[src/pmu_params.svh]
// constants for the converter sequencer and event request unit
// assumes a 100 MHz system clock and an i2c-style register link
`ifndef PMU_PARAMS_SVH
`define PMU_PARAMS_SVH

`define CLK_PERIOD_NS  10
`define NS_PER_MS      1000000
`define WARMUP_MS      2
`define CONV_MS        4
`define MS_TO_CYC(ms)  ((ms) * `NS_PER_MS / `CLK_PERIOD_NS)
`define SEQ_CNT_W      20

`define OFS_CONV_CTRL  8'h0A
`define OFS_RESULT     8'h0B
`define OFS_MASK       8'h0C
`define OFS_FLAGS      8'h0D
`define REG_RESET      8'h00
`define READ_UNMAPPED  8'h00
`define CTRL_WR_MASK   8'hCF

`define CC_VRANGE      7
`define CC_IRANGE      6
`define CC_OVF         5
`define CC_RDY         4
`define CC_START       3
`define CC_EN          2
`define CC_SRC_HI      1
`define CC_SRC_LO      0

`define EV_ADAPTER_ON  0
`define EV_ADAPTER_OFF 1
`define EV_USB_ON      2
`define EV_USB_OFF     3
`define EV_BAT_LOW     4
`define EV_THERMAL     5
`define EV_CONV_DONE   6
`define EV_TIMEOUT     7

`define LV_ADAPTER     0
`define LV_USB         1
`define LV_BAT_LOW     2
`define LV_THERMAL     3
`define LV_TIMEOUT     4

// slave address on the link; arbitrary value
`define LINK_DEV_ADDR  7'h3A
`define BYTE_BITS      4'h8

`endif

[src/pmu_pkg.sv]
// types shared by the converter sequencer and event request unit
// assumes pmu_params.svh for the widths of its fields
`include "pmu_params.svh"
package pmu_pkg;
	typedef enum logic [3:0] {
		I2C_IDLE, I2C_ADDR, I2C_AACK, I2C_REG, I2C_RACK,
		I2C_WDAT, I2C_WACK, I2C_RDAT, I2C_MACK
	} link_state_t;

	typedef enum logic [1:0] {CV_IDLE, CV_WARM, CV_CONV} conv_state_t;

	typedef struct packed {
		link_state_t st;
		logic [3:0]  cnt;
		logic [7:0]  sh;
		logic        rw;
		logic [7:0]  ptr;
		logic        sda_oe_n;
		logic        scl_q;
		logic        sda_q;
		logic [7:0]  ctrl;
		logic [7:0]  result;
		logic [7:0]  mask;
		logic        req_oe_n;
		logic        pin_lo;
	} top_state_t;

	typedef struct packed {
		conv_state_t           st;
		logic [`SEQ_CNT_W-1:0] cnt;
		logic                  warmed;
		logic                  start_q;
		logic                  done;
		logic [7:0]            code;
		logic                  ovf;
	} seq_state_t;

	typedef struct packed {
		logic [4:0] prev;
		logic [7:0] pend;
		logic [7:0] flags;
	} ev_state_t;
endpackage

[src/conv_if.sv]
// control and result signals between the top and the converter sequencer
// assumes both ends run on the system clock
`timescale 1ns/10ps
`default_nettype none
interface conv_if;
	logic       enable;
	logic       start;
	logic [7:0] adc_code;
	logic       adc_ovf;
	logic       done;
	logic [7:0] code;
	logic       ovf;
	modport ctl (output enable, start, adc_code, adc_ovf,
		input done, code, ovf);
	modport seq (input enable, start, adc_code, adc_ovf,
		output done, code, ovf);
endinterface
`default_nettype wire

[src/conv_sequencer.sv]
// warm-up and conversion timing of the converter
// assumes the analog core presents its code and overflow at the end
`timescale 1ns/10ps
`default_nettype none
`include "pmu_params.svh"
module conv_sequencer #(
	parameter int WARMUP_CYCLES = `MS_TO_CYC(`WARMUP_MS),
	parameter int CONV_CYCLES   = `MS_TO_CYC(`CONV_MS)
) (
	input  wire logic clk_sys_i,
	input  wire logic rst_i,
	conv_if.seq       cv
);
	pmu_pkg::seq_state_t cur;
	pmu_pkg::seq_state_t nxt;

	localparam logic [`SEQ_CNT_W-1:0] WARM_LAST =
		`SEQ_CNT_W'(WARMUP_CYCLES - 1);
	localparam logic [`SEQ_CNT_W-1:0] CONV_LAST =
		`SEQ_CNT_W'(CONV_CYCLES - 1);

	assign cv.done = cur.done;
	assign cv.code = cur.code;
	assign cv.ovf  = cur.ovf;

	always_comb
	begin
		nxt         = cur;
		nxt.done    = 1'b0;
		nxt.start_q = cv.start;
		// dropping enable forgets warm-up, so re-enabling pays it again
		if (!cv.enable)
		begin
			nxt.st     = pmu_pkg::CV_IDLE;
			nxt.warmed = 1'b0;
			nxt.cnt    = '0;
		end
		else
		begin
			case (cur.st)
			pmu_pkg::CV_IDLE:
				if (cv.start && !cur.start_q)
				begin
					nxt.cnt = '0;
					nxt.st  = cur.warmed ? pmu_pkg::CV_CONV
						: pmu_pkg::CV_WARM;
				end
			pmu_pkg::CV_WARM:
				if (cur.cnt == WARM_LAST)
				begin
					nxt.cnt    = '0;
					nxt.warmed = 1'b1;
					nxt.st     = pmu_pkg::CV_CONV;
				end
				else
					nxt.cnt = cur.cnt + 1'b1;
			pmu_pkg::CV_CONV:
				// fixed worst-case time; a shorter analog phase is not seen
				if (cur.cnt == CONV_LAST)
				begin
					nxt.done = 1'b1;
					nxt.code = cv.adc_code;
					nxt.ovf  = cv.adc_ovf;
					nxt.st   = pmu_pkg::CV_IDLE;
				end
				else
					nxt.cnt = cur.cnt + 1'b1;
			default:
				nxt.st = pmu_pkg::CV_IDLE;
			endcase
		end
	end

	always_ff @(posedge clk_sys_i or posedge rst_i)
	begin
		if (rst_i)
			cur <= '0;
		else
			cur <= nxt;
	end
endmodule
`default_nettype wire

[src/event_capture.sv]
// edge capture of the five level inputs plus the conversion-done pulse into eight flags with a pending buffer
// assumes level inputs synchronous to the system clock
`timescale 1ns/10ps
`default_nettype none
`include "pmu_params.svh"
module event_capture (
	input  wire logic       clk_sys_i,
	input  wire logic       rst_i,
	input  wire logic       adapter_input_i,
	input  wire logic       usb_power_i,
	input  wire logic       battery_low_i,
	input  wire logic       thermal_alarm_i,
	input  wire logic       charge_timeout_i,
	input  wire logic       conv_done_i,
	input  wire logic       clear_i,
	output logic      [7:0] flags_o
);
	pmu_pkg::ev_state_t cur;
	pmu_pkg::ev_state_t nxt;
	logic [4:0] lv;
	logic [7:0] ev;

	assign lv[`LV_ADAPTER] = adapter_input_i;
	assign lv[`LV_USB]     = usb_power_i;
	assign lv[`LV_BAT_LOW] = battery_low_i;
	assign lv[`LV_THERMAL] = thermal_alarm_i;
	assign lv[`LV_TIMEOUT] = charge_timeout_i;
	assign flags_o         = cur.flags;

	always_comb
	begin
		ev = '0;
		ev[`EV_ADAPTER_ON]  = lv[`LV_ADAPTER] & ~cur.prev[`LV_ADAPTER];
		ev[`EV_ADAPTER_OFF] = ~lv[`LV_ADAPTER] & cur.prev[`LV_ADAPTER];
		ev[`EV_USB_ON]      = lv[`LV_USB] & ~cur.prev[`LV_USB];
		ev[`EV_USB_OFF]     = ~lv[`LV_USB] & cur.prev[`LV_USB];
		ev[`EV_BAT_LOW]     = lv[`LV_BAT_LOW] & ~cur.prev[`LV_BAT_LOW];
		ev[`EV_THERMAL]     = lv[`LV_THERMAL] & ~cur.prev[`LV_THERMAL];
		ev[`EV_CONV_DONE]   = conv_done_i;
		ev[`EV_TIMEOUT]     = lv[`LV_TIMEOUT] & ~cur.prev[`LV_TIMEOUT];
		nxt      = cur;
		nxt.prev = lv;
		// capture runs with no gating, so standby loses nothing
		if (clear_i)
		begin
			nxt.flags = '0;
			nxt.pend  = ev;
		end
		else
		begin
			nxt.flags = cur.flags | cur.pend | ev;
			nxt.pend  = '0;
		end
	end

	always_ff @(posedge clk_sys_i or posedge rst_i)
	begin
		if (rst_i)
			cur <= '0;
		else
			cur <= nxt;
	end
endmodule
`default_nettype wire

[src/adc_sequencer_and_irq_unit.sv]
// register link slave, converter control and request line of the unit
// assumes scl and sda already synchronous; the pad resolves open drain
`timescale 1ns/10ps
`default_nettype none
`include "pmu_params.svh"
module adc_sequencer_and_irq_unit #(
	parameter int WARMUP_CYCLES = `MS_TO_CYC(`WARMUP_MS),
	parameter int CONV_CYCLES   = `MS_TO_CYC(`CONV_MS)
) (
	input  wire logic       clk_sys_i,
	input  wire logic       rst_i,
	input  wire logic       scl_i,
	input  wire logic       sda_i,
	output logic            sda_o,
	output logic            sda_oe_n_o,
	output logic            request_out_n_o,
	output logic            request_oe_n_o,
	input  wire logic       adapter_input_i,
	input  wire logic       usb_power_i,
	input  wire logic       battery_low_i,
	input  wire logic       thermal_alarm_i,
	input  wire logic       charge_timeout_i,
	input  wire logic [7:0] adc_code_i,
	input  wire logic       adc_overflow_i,
	output logic            adc_enable_o,
	output logic      [1:0] adc_source_o,
	output logic            v_range_o,
	output logic            i_range_o
);
	pmu_pkg::top_state_t cur;
	pmu_pkg::top_state_t nxt;
	logic [7:0] flags;
	logic [7:0] rbyte;
	logic       flags_clear;
	logic       scl_rise;
	logic       scl_fall;
	logic       bus_start;
	logic       bus_stop;
	logic       start_wr;
	conv_if     cv ();

	// ------------------------------------------------------------
	// register read decode
	// ------------------------------------------------------------
	function automatic logic [7:0] reg_read(
		input logic [7:0] addr,
		input logic [7:0] ctrl,
		input logic [7:0] result,
		input logic [7:0] mask,
		input logic [7:0] flg
	);
		if (addr == `OFS_CONV_CTRL)
			reg_read = ctrl;
		else if (addr == `OFS_RESULT)
			reg_read = result;
		else if (addr == `OFS_MASK)
			reg_read = mask;
		else if (addr == `OFS_FLAGS)
			reg_read = flg;
		else
			reg_read = `READ_UNMAPPED;
	endfunction

	// ------------------------------------------------------------
	// sub-blocks
	// ------------------------------------------------------------
	assign cv.enable   = cur.ctrl[`CC_EN];
	assign cv.start    = cur.ctrl[`CC_START];
	assign cv.adc_code = adc_code_i;
	assign cv.adc_ovf  = adc_overflow_i;

	conv_sequencer #(
		.WARMUP_CYCLES (WARMUP_CYCLES),
		.CONV_CYCLES   (CONV_CYCLES)
	) u_seq (
		.clk_sys_i (clk_sys_i),
		.rst_i     (rst_i),
		.cv        (cv.seq)
	);

	event_capture u_ev (
		.clk_sys_i        (clk_sys_i),
		.rst_i            (rst_i),
		.adapter_input_i  (adapter_input_i),
		.usb_power_i      (usb_power_i),
		.battery_low_i    (battery_low_i),
		.thermal_alarm_i  (thermal_alarm_i),
		.charge_timeout_i (charge_timeout_i),
		.conv_done_i      (cv.done),
		.clear_i          (flags_clear),
		.flags_o          (flags)
	);

	// ------------------------------------------------------------
	// outputs, all straight from the state register
	// ------------------------------------------------------------
	assign sda_o           = cur.pin_lo;
	assign sda_oe_n_o      = cur.sda_oe_n;
	assign request_out_n_o = cur.pin_lo;
	assign request_oe_n_o  = cur.req_oe_n;
	assign adc_enable_o    = cur.ctrl[`CC_EN];
	assign adc_source_o    = cur.ctrl[`CC_SRC_HI:`CC_SRC_LO];
	assign v_range_o       = cur.ctrl[`CC_VRANGE];
	assign i_range_o       = cur.ctrl[`CC_IRANGE];

	assign scl_rise  = scl_i & ~cur.scl_q;
	assign scl_fall  = ~scl_i & cur.scl_q;
	assign bus_start = scl_i & cur.scl_q & cur.sda_q & ~sda_i;
	assign bus_stop  = scl_i & cur.scl_q & ~cur.sda_q & sda_i;
	assign rbyte     = reg_read(cur.ptr, cur.ctrl, cur.result,
		cur.mask, flags);
	// decoded only for the checks: a start edge written to control
	assign start_wr  = cur.st == pmu_pkg::I2C_WDAT && scl_fall
		&& cur.cnt == `BYTE_BITS && cur.ptr == `OFS_CONV_CTRL
		&& cur.sh[`CC_START] && !cur.ctrl[`CC_START];

	// ------------------------------------------------------------
	// next state
	// ------------------------------------------------------------
	always_comb
	begin
		nxt         = cur;
		flags_clear = 1'b0;
		nxt.scl_q   = scl_i;
		nxt.sda_q   = sda_i;
		nxt.pin_lo  = 1'b0;
		nxt.req_oe_n = ~|(flags & cur.mask);
		if (bus_start)
		begin
			nxt.st       = pmu_pkg::I2C_ADDR;
			nxt.cnt      = '0;
			nxt.sda_oe_n = 1'b1;
		end
		else if (bus_stop)
		begin
			nxt.st       = pmu_pkg::I2C_IDLE;
			nxt.sda_oe_n = 1'b1;
		end
		else
		begin
			if (scl_rise && (cur.st == pmu_pkg::I2C_ADDR
				|| cur.st == pmu_pkg::I2C_REG
				|| cur.st == pmu_pkg::I2C_WDAT))
			begin
				nxt.sh  = {cur.sh[6:0], sda_i};
				nxt.cnt = cur.cnt + 4'h1;
			end
			case (cur.st)
			pmu_pkg::I2C_ADDR:
				if (scl_fall && cur.cnt == `BYTE_BITS)
				begin
					if (cur.sh[7:1] == `LINK_DEV_ADDR)
					begin
						nxt.rw       = cur.sh[0];
						nxt.sda_oe_n = 1'b0;
						nxt.st       = pmu_pkg::I2C_AACK;
					end
					else
						nxt.st = pmu_pkg::I2C_IDLE;
				end
			pmu_pkg::I2C_REG:
				if (scl_fall && cur.cnt == `BYTE_BITS)
				begin
					nxt.ptr      = cur.sh;
					nxt.sda_oe_n = 1'b0;
					nxt.st       = pmu_pkg::I2C_RACK;
				end
			pmu_pkg::I2C_WDAT:
				if (scl_fall && cur.cnt == `BYTE_BITS)
				begin
					if (cur.ptr == `OFS_CONV_CTRL)
					begin
						// status bits stay under hardware control
						nxt.ctrl = (cur.sh & `CTRL_WR_MASK)
							| (cur.ctrl & ~`CTRL_WR_MASK);
						if (cur.sh[`CC_START] && !cur.ctrl[`CC_START])
						begin
							nxt.ctrl[`CC_RDY] = 1'b0;
							nxt.ctrl[`CC_OVF] = 1'b0;
						end
					end
					else if (cur.ptr == `OFS_MASK)
						nxt.mask = cur.sh;
					nxt.ptr      = cur.ptr + 8'h01;
					nxt.sda_oe_n = 1'b0;
					nxt.st       = pmu_pkg::I2C_WACK;
				end
			pmu_pkg::I2C_AACK, pmu_pkg::I2C_MACK:
				if (scl_rise && cur.st == pmu_pkg::I2C_MACK && sda_i)
					nxt.st = pmu_pkg::I2C_IDLE;
				else if (scl_fall)
				begin
					nxt.cnt = '0;
					if (cur.st == pmu_pkg::I2C_MACK || cur.rw)
					begin
						// flags clear in the cycle they are copied out
						flags_clear  = cur.ptr == `OFS_FLAGS;
						nxt.sh       = rbyte;
						nxt.sda_oe_n = rbyte[7];
						nxt.ptr      = cur.ptr + 8'h01;
						nxt.st       = pmu_pkg::I2C_RDAT;
					end
					else
					begin
						nxt.sda_oe_n = 1'b1;
						nxt.st       = pmu_pkg::I2C_REG;
					end
				end
			pmu_pkg::I2C_RACK, pmu_pkg::I2C_WACK:
				if (scl_fall)
				begin
					nxt.sda_oe_n = 1'b1;
					nxt.cnt      = '0;
					nxt.st       = pmu_pkg::I2C_WDAT;
				end
			pmu_pkg::I2C_RDAT:
				if (scl_rise)
					nxt.cnt = cur.cnt + 4'h1;
				else if (scl_fall && cur.cnt == `BYTE_BITS)
				begin
					nxt.sda_oe_n = 1'b1;
					nxt.st       = pmu_pkg::I2C_MACK;
				end
				else if (scl_fall)
				begin
					nxt.sh       = {cur.sh[6:0], 1'b0};
					nxt.sda_oe_n = cur.sh[6];
				end
			default:
				nxt.st = pmu_pkg::I2C_IDLE;
			endcase
		end
		// completion wins over a clearing start in the same cycle
		if (cv.done)
		begin
			nxt.result        = cv.code;
			nxt.ctrl[`CC_RDY] = 1'b1;
			nxt.ctrl[`CC_OVF] = cv.ovf;
		end
	end

	always_ff @(posedge clk_sys_i or posedge rst_i)
	begin
		if (rst_i)
		begin
			cur          <= '0;
			cur.ctrl     <= `REG_RESET;
			cur.result   <= `REG_RESET;
			cur.mask     <= `REG_RESET;
			cur.sda_oe_n <= 1'b1;
			cur.req_oe_n <= 1'b1;
			cur.scl_q    <= 1'b1;
			cur.sda_q    <= 1'b1;
		end
		else
			cur <= nxt;
	end
endmodule
`default_nettype wire

[config.mk]
export PLATFORM = sky130hd
export DESIGN_NAME = adc_sequencer_and_irq_unit
export DESIGN_NICKNAME = d
export VERILOG_FILES = /design/src/pmu_pkg.sv /design/src/conv_if.sv /design/src/conv_sequencer.sv /design/src/event_capture.sv /design/src/adc_sequencer_and_irq_unit.sv
export VERILOG_INCLUDE_DIRS = /design/src /design/src/src
export SDC_FILE = /design/constraint.sdc
export NUM_CORES = 1
export LEC_CHECK = 0
export BUFFER_PORTS_ARGS = -buffer_cell sky130_fd_sc_hd__buf_2
export CORE_MARGIN = 5
export CORE_UTILIZATION = 55
export DETAILED_ROUTE_END_ITERATION = 7
export PLACE_DENSITY = 0.72
export SKIP_CTS_REPAIR_TIMING = 1
export SLEW_MARGIN = 20
export SYNTH_ARGS = -nofsm -noshare
export SYNTH_HDL_FRONTEND = slang
export SYNTH_SLANG_ARGS = --single-unit
[constraint.sdc]
create_clock -name clk_sys_i -period 4.42 [get_ports clk_sys_i]
set_clock_uncertainty 0.2 [all_clocks]
set_input_delay 0.221 -clock clk_sys_i [delete_from_list [all_inputs] [get_ports clk_sys_i]]
set_output_delay 0.221 -clock clk_sys_i [all_outputs]
set_load 0.01 [all_outputs]
After elaboration in Yosys (flattened, before gate mapping):

Cells that the tools add are included.

* add/subtract/negate cells: 3
* equal/unequal tests: 44
* muxes and demuxes: 76
* bitwise logic cells: 32
* reduce and logical (&&, ||, !) cells: 33

Operators by type and width (count)
* 8-bit two-way mux: 11
* 20-bit one-hot mux with 3 select lines: 1
* 12-bit two-way mux: 4
* 20-bit two-way mux: 2
* 9-bit two-way mux: 4
* 8-bit by 4-bit == test with 1-bit output, second input constant: 4
* 16-bit two-way mux: 2
* 4-bit two-way mux: 8
* 10-bit two-way mux: 3
* 6-bit two-way mux: 5
* 4-bit one-hot mux with 6 select lines: 1
* 8-bit one-hot mux with 3 select lines: 1
* 23-bit two-way mux: 1
* 22-bit two-way mux: 1
* 21-bit two-way mux: 1
* 20-bit by 1-bit adder with 20-bit output, second input constant: 1
* 20-bit by 18-bit == test with 1-bit output, second input constant: 1
* 20-bit by 19-bit == test with 1-bit output, second input constant: 1
* 1-bit two-way mux: 20
* 4-bit inequality test, second input constant: 5
* 4-bit by 3-bit == test with 1-bit output, second input constant: 4
* 4-bit by 3-bit inequality test with 1-bit output, second input constant: 4
* 8-bit bitwise OR: 2
* 8-bit one-hot mux with 2 select lines: 1
* other kinds (39): 100

* flip-flop bits (word level): 108
* input bits: 18
* output and inout bits: 9

Longest topological paths before layout:

Gate-level depths: netlist of the first run.

* word-level depth: 13
* gate-level depth with buffers: 9

Cells and area by module:

A second synthesis of the first run with hierarchy kept.

* cell total of the unflattened synthesis: 607
* area, all modules: 6159.7 um^2

Modules (own cells, without submodules)
* adc_sequencer_and_irq_unit: instances 1, cells an instance 340, area an instance 3338.2 um^2, sequential area each 1331.3 um^2
* conv_sequencer: instances 1, cells an instance 204, area an instance 2010.7 um^2, sequential area each 850.8 um^2
* event_capture: instances 1, cells an instance 63, area an instance 810.8 um^2, sequential area each 525.5 um^2

Least setup slack after synthesis of the first run:

No wires, ideal clock.

* path type: reg2reg
* start point: register cur[33] (netlist bit)
* end point: register cur, in the netlist adc_enable_o
* arrival time: 2057 ps
* path slack: 2038 ps
* stages on the path, launching flop included: 7
* path buffers: 2
* period minus slack after synthesis: 2382 ps
* cell sequence: dfrtp_1 -> or4b_1 -> buf_6 -> nor2_8 -> or4b_1 -> buf_6 -> mux2_4

* cells in the longest elaborated chain, start to end: 2

RTL lines
* from (decl): line adc_sequencer_and_irq_unit.sv:30 `pmu_pkg::top_state_t cur;`
* from (signal assigned): line adc_sequencer_and_irq_unit.sv:256 `cur <= nxt;`
* 8-bit by 4-bit == test with 1-bit output (no line)
* 5-bit AND reduction (no line)

Every way passes these cells.
A chain may end at the register's enable or synchronous reset.

Worst setup path in the final report of the first run:

* start point: register cur[27] (netlist bit)
* end point: register cur, in the netlist adc_enable_o

* cells in the longest elaborated chain, start to end: 5

RTL lines (line)
* 1-bit bitwise AND: adc_sequencer_and_irq_unit.sv:108, adc_sequencer_and_irq_unit.sv:109
* 1-bit bitwise AND (on tied branches) (2 in series): adc_sequencer_and_irq_unit.sv:109, adc_sequencer_and_irq_unit.sv:108
* 1-bit NOT (no line)
* 5-bit AND reduction (no line) (*)

Every way passes the cells marked *; elsewhere a longest branch is shown, timed or not.

==> results.sh, run 1 <==
export IMPL_maxSlewHeadroom=0.416
export IMPL_worst_slew_pin_slew_ns=0.876
export IMPL_ir_worst_vdd_v=0.000281
export IMPL_grt_use_met2=0.322
export IMPL_status="finished, final reports clean"
export IMPL_p_sw_frac=0.335
export IMPL_grt_pass1_wl_um=22200
export IMPL_powerDensity_nw_per_um2=381
export IMPL_drtPass1Iterations=5
export IMPL_vias=4678
export IMPL_drv_cap=0
export IMPL_clkTransAtPathRegs_ns=0.11
export IMPL_p_leak_nw=2.81
export IMPL_clkSinkCount=108
export IMPL_cp_arrival_ns=3.01
export IMPL_busiest_layer="met2"
export IMPL_n_fill_cell=845
export IMPL_final_util=0.620
export IMPL_period_needed_ns=2.95
export IMPL_worstSkewPairLatency_ns=0.38
export IMPL_final_hold_viol_count=0
export IMPL_placed_area_sq_um=6060
export IMPL_cts_htree_levels=3
export IMPL_grt_overflow_total=0
export IMPL_synth_top_family_by_area="simple AND/OR/NAND/NOR gates"
export IMPL_synth_cells=595
export IMPL_hp_class="reg2reg"
export IMPL_grtUsageMet3=0.0340
export IMPL_hpwl_um=9160
export IMPL_yosys_area_share_adder=0.0211
export IMPL_muxShareOfSynthArea=0.0887
export IMPL_row_count=37
export IMPL_wl_per_cell_um=17.5
export IMPL_whs_ns=0.279
export IMPL_cts_buffers=9
export IMPL_rsz0062_at_grt="no"
export IMPL_switching_power_w=0.000824
export IMPL_worstPathMaxFanout=11
export IMPL_combPwrFrac=0.220
export IMPL_vias_per_cell=6.18
export IMPL_yosysWarnings=0
export IMPL_synthArstFlopShare=1.00
export IMPL_totalWireLength_um=13300
export IMPL_numPortBuffers=24
export IMPL_synth_distinct_cells=75
export IMPL_finalNonFillerCells=757
export IMPL_setup_tns_ns=0
export IMPL_clkPwrFrac=0.283
export IMPL_place_inst=724
export IMPL_start_kind="flop"
export IMPL_gp_congestion=0.890
export IMPL_slew_violations=0
export IMPL_syn_area_sq_um=5930
export IMPL_drtIter0Drc=306
export IMPL_timing_fmax_mhz=339
export IMPL_finalSetupViolCount=0
export IMPL_drc=0
export IMPL_worst_endpoint_required_ns=4.48
export IMPL_grt_max_degree=71
export IMPL_end_kind="flop"
export IMPL_path_class="reg2reg"
export IMPL_die_w_um=114
export IMPL_design_area_sq_um=6460
export IMPL_drtAntennaViolNets=0
export IMPL_ys_seq_area_frac=0.457
export IMPL_tritoncts="done"
export IMPL_antenna_found_initial=0
export IMPL_synth_xor_xnor_area_share=0.0133
export IMPL_synth_seq_cells=108
export IMPL_synth_compound_area_frac=0.177
export IMPL_synthFlopType="dfrtp_1"
export IMPL_coreArea_sq_um=10400
export IMPL_synth_edff_count=0
export IMPL_die_h_um=114
export IMPL_antenna_cells=0
export IMPL_start_util=0.569
export IMPL_die_area_sq_um=12900
export IMPL_pwr_share_seq=0.498
export IMPL_avgSynthCellArea_sq_um=9.96
export IMPL_syn_to_final_growth_pct=8.97
export IMPL_finalNetCount=644
export IMPL_met1_usage=0.310
export IMPL_cts_buffer_depth=2
export IMPL_drive_gt1_frac=0.158
export IMPL_grt_pass1_vias=4476
export IMPL_grt_usage=0.210
export IMPL_power_internal_w=0.00164
export IMPL_fin_crit_sh=0.667
export IMPL_cts_root_buf="clkbuf_8"
export IMPL_synthSimpleGateAreaFrac=0.195
export IMPL_ios=27
==> sequential cells by signal, summed over array words and instances, names as in the netlist <==
register        flops
v_range_o           1
u_seq.cur          24
u_seq.cv.code       8
sda_oe_n_o          1
u_ev.cur           13
adc_source_o        2
cur                46
adc_enable_o        1
u_seq.cv.done       1
u_ev.flags_o        8
request_oe_n_o      1
u_seq.cv.ovf        1
i_range_o           1
==> layout make-up <==
type	instances	area (sq um)	area share
tap	136	170	0.0264
inverter	23	88.8	0.0138
timing repair buffer	45	320	0.0496
clock inverter	7	105	0.0163
sequential	108	2710	0.419
multi-input combinational	429	2940	0.456
clock buffer	9	124	0.0192
==> worst paths after layout <==
kind,slack [ns],startpoint,cells past startpoint,endpoint
worst max-delay path,1.47,cur[27]$_DFF_PP1_,4,adc_enable_o$_DFFE_PP0P_
worst min-delay path,0.28,cur[49]$_DFFE_PP0P_,1,cur[49]$_DFFE_PP0P_
worst max register to register,1.47,cur[27]$_DFF_PP1_,4,adc_enable_o$_DFFE_PP0P_
worst min register to register,0.28,cur[49]$_DFFE_PP0P_,1,cur[49]$_DFFE_PP0P_
max in group asynchronous,2.62,rst_i,4,request_oe_n_o$_DFF_PP1_
min in group asynchronous,0.37,rst_i,3,u_seq.cur[27]$_DFFE_PP0P_
==> through the flow <==
stage / worst slack [ns] / total power [W]
after floorplan: 1.16 / 0.00161
after global routing: 1.17 / 0.00261
after global placement: 1.59 / 0.00174
after detailed placement: 1.51 / 0.00176
final: 1.47 / 0.00246
after CTS: 1.49 / 0.00245
==> logic make-up after synthesis <==
| logic type | count (synthesis) |
|---|---|
| compound gates | 155 |
| flops | 108 |
| buf+inv | 59 |
| fa+ha+maj | 10 |
| mux | 46 |
| simple gates | 207 |
| xor+xnor | 9 |
| other cells | 1 |
==> cell usage in the layout, fill, tap and decap left out, types with 7 or more instances in the layout <==
| cell type | count |
|---|---|
| dfrtp_1 | 104 |
| nand2_1 | 51 |
| o21ai_0 | 41 |
| nor2_1 | 29 |
| mux2_2 | 28 |
| a21oi_1 | 27 |
| buf_2 | 24 |
| inv_1 | 22 |
| nor3_1 | 21 |
| dlygate4sd3_1 | 17 |
| nor2b_1 | 14 |
| and2_1 | 14 |
| a22oi_1 | 14 |
| o211ai_1 | 13 |
| mux2i_1 | 12 |
| and3_1 | 10 |
| ha_1 | 10 |
| nand3_1 | 9 |
| clkbuf_8 | 9 |
| nand4_1 | 8 |
| or3_1 | 8 |
| nand2b_1 | 7 |
==> synth_stat cells (all sizes together), types with 4 or more instances <==
library cell | n | area [sq um]
a211oi | 6 | 50.1
a21oi | 27 | 135
a221o | 4 | 40.0
a22o | 6 | 52.6
a22oi | 14 | 105
a31oi | 6 | 37.5
and2 | 15 | 93.8
and3 | 12 | 77.6
and4 | 4 | 35.0
buf | 21 | 135
clkbuf | 15 | 58.8
dfrtp | 104 | 2600
dfstp | 4 | 105
ha | 10 | 125
inv | 23 | 86.3
mux2 | 34 | 405
mux2i | 12 | 120
nand2 | 51 | 191
nand2b | 7 | 43.8
nand3 | 9 | 45.0
nand4 | 8 | 50.1
nor2 | 30 | 129
nor2b | 14 | 87.6
nor3 | 21 | 105
nor3b | 6 | 50.1
o2111ai | 6 | 52.6
o211ai | 14 | 110
o21a | 5 | 37.5
o21ai | 42 | 210
o22ai | 5 | 31.3
or3 | 8 | 50.1
xor2 | 6 | 52.6
==> power groups by stage <==
stage,clock network [W],logic [W],registers (W)
2_1_floorplan,0,0.000444,0.00116
3_3_place_gp,0,0.000507,0.00124
3_5_place_dp,0,0.000523,0.00124
4_1_cts,0.000703,0.000527,0.00122
5_1_grt,0.000752,0.000611,0.00124
6_report,0.000695,0.000541,0.00123
==> critical path, cell delays in order (launching register included) <==
cell and delay, ns:
dfstp_2 0.63, nor2b_1 0.62, nand2_1 0.22, or4b_1 0.78, mux2_4 0.38
==> metal layers <==
layer  wire length [um]  part of all wire
met5                  0                 0
met3                630             0.048
met2               6130              0.46
met4                176             0.013
met1               6320              0.48
No activity file was read; power rests on OpenSTA's default activity.
==> run 2, diff against run 1 <==
--- a/config.mk
+++ b/config.mk
@@ -6,11 +6,12 @@
 export SDC_FILE = /design/constraint.sdc
 export NUM_CORES = 1
 export LEC_CHECK = 0
+export ABC_AREA = 1
 export BUFFER_PORTS_ARGS = -buffer_cell sky130_fd_sc_hd__buf_2
 export CORE_MARGIN = 5
 export CORE_UTILIZATION = 55
 export DETAILED_ROUTE_END_ITERATION = 7
-export PLACE_DENSITY = 0.72
+export PLACE_DENSITY = 0.75
 export SKIP_CTS_REPAIR_TIMING = 1
 export SLEW_MARGIN = 20
 export SYNTH_ARGS = -nofsm -noshare
==> constraint.sdc (replaced) <==
create_clock -name clk_sys_i -period 2.6 [get_ports clk_sys_i]
set_clock_uncertainty 0.2 [all_clocks]
set_input_delay 0.13 -clock clk_sys_i [delete_from_list [all_inputs] [get_ports clk_sys_i]]
set_output_delay 0.13 -clock clk_sys_i [all_outputs]
set_load 0.01 [all_outputs]
==> run 2 against run 1 <==
Synthesized area increased by 7.9%. Flip-flop and latch count unchanged. Via count increased by 27%. Fmax increased by 31%. Clock power increased by 94%. Synthesized cell count increased by 52%. Hold slack got worse by 0.18 ns. First-iteration DRC count increased by 99%. Critical endpoint is now cur[31]$_DFFE_PP0P_. Setup slack got worse by 1.1 ns. Global-route usage increased by 1.2 points. Clock-buffer cell count increased by 1. Final cell count increased by 45%.
==> results.sh, run 2 <==
export IMPL_r2r_start="cur[27]$_DFF_PP1_"
export IMPL_mostFrequentLayoutCells="nand2_1, inv_1, dfrtp_1, nand3_1, nor2_1"
export IMPL_r2r_slack_ns=0.35
export IMPL_start_util=0.560
export IMPL_hpwl_um=11000
export IMPL_tritoncts="done"
export IMPL_vias=5927
export IMPL_fin_crit_sh=0.867
export IMPL_timing_final_ws_setup_ns=0.346
export IMPL_status="finished, final reports clean"
export IMPL_drtPass1Iterations=5
export IMPL_die_w_um=118
export IMPL_worst_slew_pin_slew_ns=0.526
export IMPL_wl_per_cell_um=14.0
export IMPL_slew_violations=0
export IMPL_synth_distinct_cells=35
export IMPL_regMostFlops="cur"
export IMPL_drtIter0Drc=609
export IMPL_finalSetupViolCount=0
export IMPL_synth_edff_count=0
export IMPL_cp_arrival_ns=2.30
export IMPL_synthFlopType="dfrtp_1"
export IMPL_ir_worst_vdd_v=0.000501
export IMPL_synth_seq_cells=108
export IMPL_cts_buffers=9
export IMPL_die_h_um=118
export IMPL_synthArstFlopShare=1.00
export IMPL_cpMostUsedCell="nand2_1"
export IMPL_finalNetCount=975
export IMPL_r2r_cells=11
export IMPL_drtAntennaViolNets=0
export IMPL_p_leak_nw=3.59
export IMPL_cp_slowest_cell="dfstp_2"
export IMPL_drive_gt1_frac=0.104
export IMPL_timing_fmax_mhz=444
export IMPL_drv_cap=0
export IMPL_row_count=39
export IMPL_grt_max_degree=34
export IMPL_period_needed_ns=2.25
export IMPL_die_area_sq_um=13900
export IMPL_antenna_cells=0
export IMPL_worstPathMaxFanout=15
export IMPL_worst_endpoint_required_ns=2.64
export IMPL_grt_usage=0.222
export IMPL_yosysWarnings=0
export IMPL_clkTransAtPathRegs_ns=0.07
export IMPL_end_kind="flop"
export IMPL_synth_most_common_cell="nand2_1"
export IMPL_maxSlewHeadroom=0.648
export IMPL_ys_seq_area_frac=0.423
export IMPL_avgSynthCellArea_sq_um=7.05
export IMPL_ios=27
export IMPL_crit_chain="inv_1 -> nor2_2 -> inv_2 -> nor2_2 -> inv_2 -> nand2_1 -> nand3_2 -> nor3_4 -> inv_1 -> nand2_1 -> nand2_1"
export IMPL_whs_ns=0.102
export IMPL_final_hold_viol_count=0
export IMPL_cts_htree_levels=3
export IMPL_path_class="reg2reg"
export IMPL_grt_pass1_wl_um=25800
export IMPL_rsz0062_at_grt="no"
export IMPL_crit_end="cur[31]$_DFFE_PP0P_"
export IMPL_yosysTopAreaCell="dfrtp_1"
export IMPL_clkSinkCount=108
export IMPL_max_stage_delay_ns=0.53
export IMPL_start_kind="flop"
export IMPL_grt_pass1_vias=5384
export IMPL_grt_overflow_total=0
export IMPL_syn_area_sq_um=6390
export IMPL_coreArea_sq_um=11400
export IMPL_largest_reg_flops=46
export IMPL_numPortBuffers=24
export IMPL_antenna_found_initial=0
export IMPL_cts_root_buf="clkbuf_16"
export IMPL_vias_per_cell=5.41
export IMPL_hp_class="in2async"
export IMPL_mostFrequentLayoutCell="nand2_1"
export IMPL_setup_tns_ns=0
export IMPL_synth_cells=907
export IMPL_syn_to_final_growth_pct=11.0
export IMPL_worstSkewPairLatency_ns=0.36
export IMPL_gp_congestion=0.934
export IMPL_drc=0
export IMPL_ys_top_cells_by_area="dfrtp_1, nand2_1, nand3_1, inv_1, nor2_1"
export IMPL_powerDensity_nw_per_um2=704
export IMPL_crit_path_start="cur[27]$_DFF_PP1_"
export IMPL_cts_buffer_depth=2
export IMPL_synth_top_cells_by_count="nand2_1, inv_1, dfrtp_1, nand3_1, nor2_1"
export IMPL_netlist_area_leader_share=0.407
export IMPL_totalWireLength_um=15300
export IMPL_top_regs="cur x46, u_seq.cur x24, u_ev.cur x13"
export IMPL_timing_rr_end="cur[31]$_DFFE_PP0P_"
export IMPL_place_ws_ns=0.375
==> run 2: changes by cell type after synthesis, moves of 12 or more <==
cell	before	now
o21ai_1	1	18
nor2_1	29	88
nand2_1	51	281
a22oi_1	14	0
nor2b_1	14	0
inv_1	23	109
and2_1	14	0
mux2i_1	12	0
nand3_1	9	94
nand4_1	8	23
mux2_2	28	0
==> run 2: worst min path at each step <==
stage,slack [ns],start,cells past startpoint,to
5_1_grt,0.13,rst_i,3,cur[23]$_DFFE_PP0P_
3_3_place_gp,-0.07,rst_i,2,u_seq.cv.code[0]$_DFFE_PP0P_
3_5_place_dp,-0.07,rst_i,2,u_seq.cv.code[0]$_DFFE_PP0P_
4_1_cts,-0.45,rst_i,2,u_seq.cv.done$_DFF_PP0_
6_report,0.10,rst_i,3,u_seq.cv.done$_DFF_PP0_
2_1_floorplan,-0.07,sda_i,0,cur[26]$_DFF_PP1_
==> run 2: stage by stage <==
step                std cells  utilization  total power, W  cell area (sq um)
floorplan                 908            -         0.00330               6400
global placement         1062        0.581         0.00362               6640
detailed placement       1062        0.581         0.00363               6640
CTS                      1078        0.607         0.00498               6930
global route             1095        0.621         0.00534               7100
finish                   1095        0.621         0.00500               7100
==> run 2: kinds of logic (layout without fill, tap and decap cells) <==
| logic type | count (synthesis) | after routing | share of synthesized area |
|---|---|---|---|
| compound gates | 100 | 100 | 0.0832 |
| simple gates | 539 | 539 | 0.373 |
| xor+xnor | 6 | 6 | 0.00822 |
| buf+inv | 143 | 187 | 0.0924 |
| other cells | 1 | 2 | 0.000587 |
| fa+ha+maj | 10 | 10 | 0.0196 |
| flops | 108 | 108 | 0.423 |
==> run 2: routing by layer <==
| layer | wire length, um | global-route usage | up-vias |
|---|---|---|---|
| met1 | 7070 | 0.314 | 2764 |
| met2 | 7190 | 0.349 | 170 |
| li1 | - | - | 2967 |
| met4 | 309 | 0.0710 | 0 |
| met5 | 0 | 0 | - |
| met3 | 747 | 0.0384 | 26 |
==> run 2: worst max-delay path: cells and delay by family, from the launching register on <==
kind	cells	cell delay (ns)
and+or+nand+nor	7	0.99
DFF	1	0.53
buffers and inverters	4	0.40
==> run 2: power by group <==
| group | total, W | internal [W] | leakage [nW] | switching [W] |
|---|---|---|---|---|
| logic | 0.00160 | 0.000491 | 2.07 | 0.00111 |
| registers | 0.00204 | 0.00185 | 1.37 | 0.000195 |
| clock network | 0.00135 | 0.000688 | 0.145 | 0.000660 |
==> run 2: final cells by class <==
type	count	area, sq um
well taps	143	179
repair buffers	52	373
clock buffers	10	239
fillers	1053	4320
flip-flops and latches	108	2710
clock inverters	6	47.5
multi-input cells	657	3100
inverters	119	450
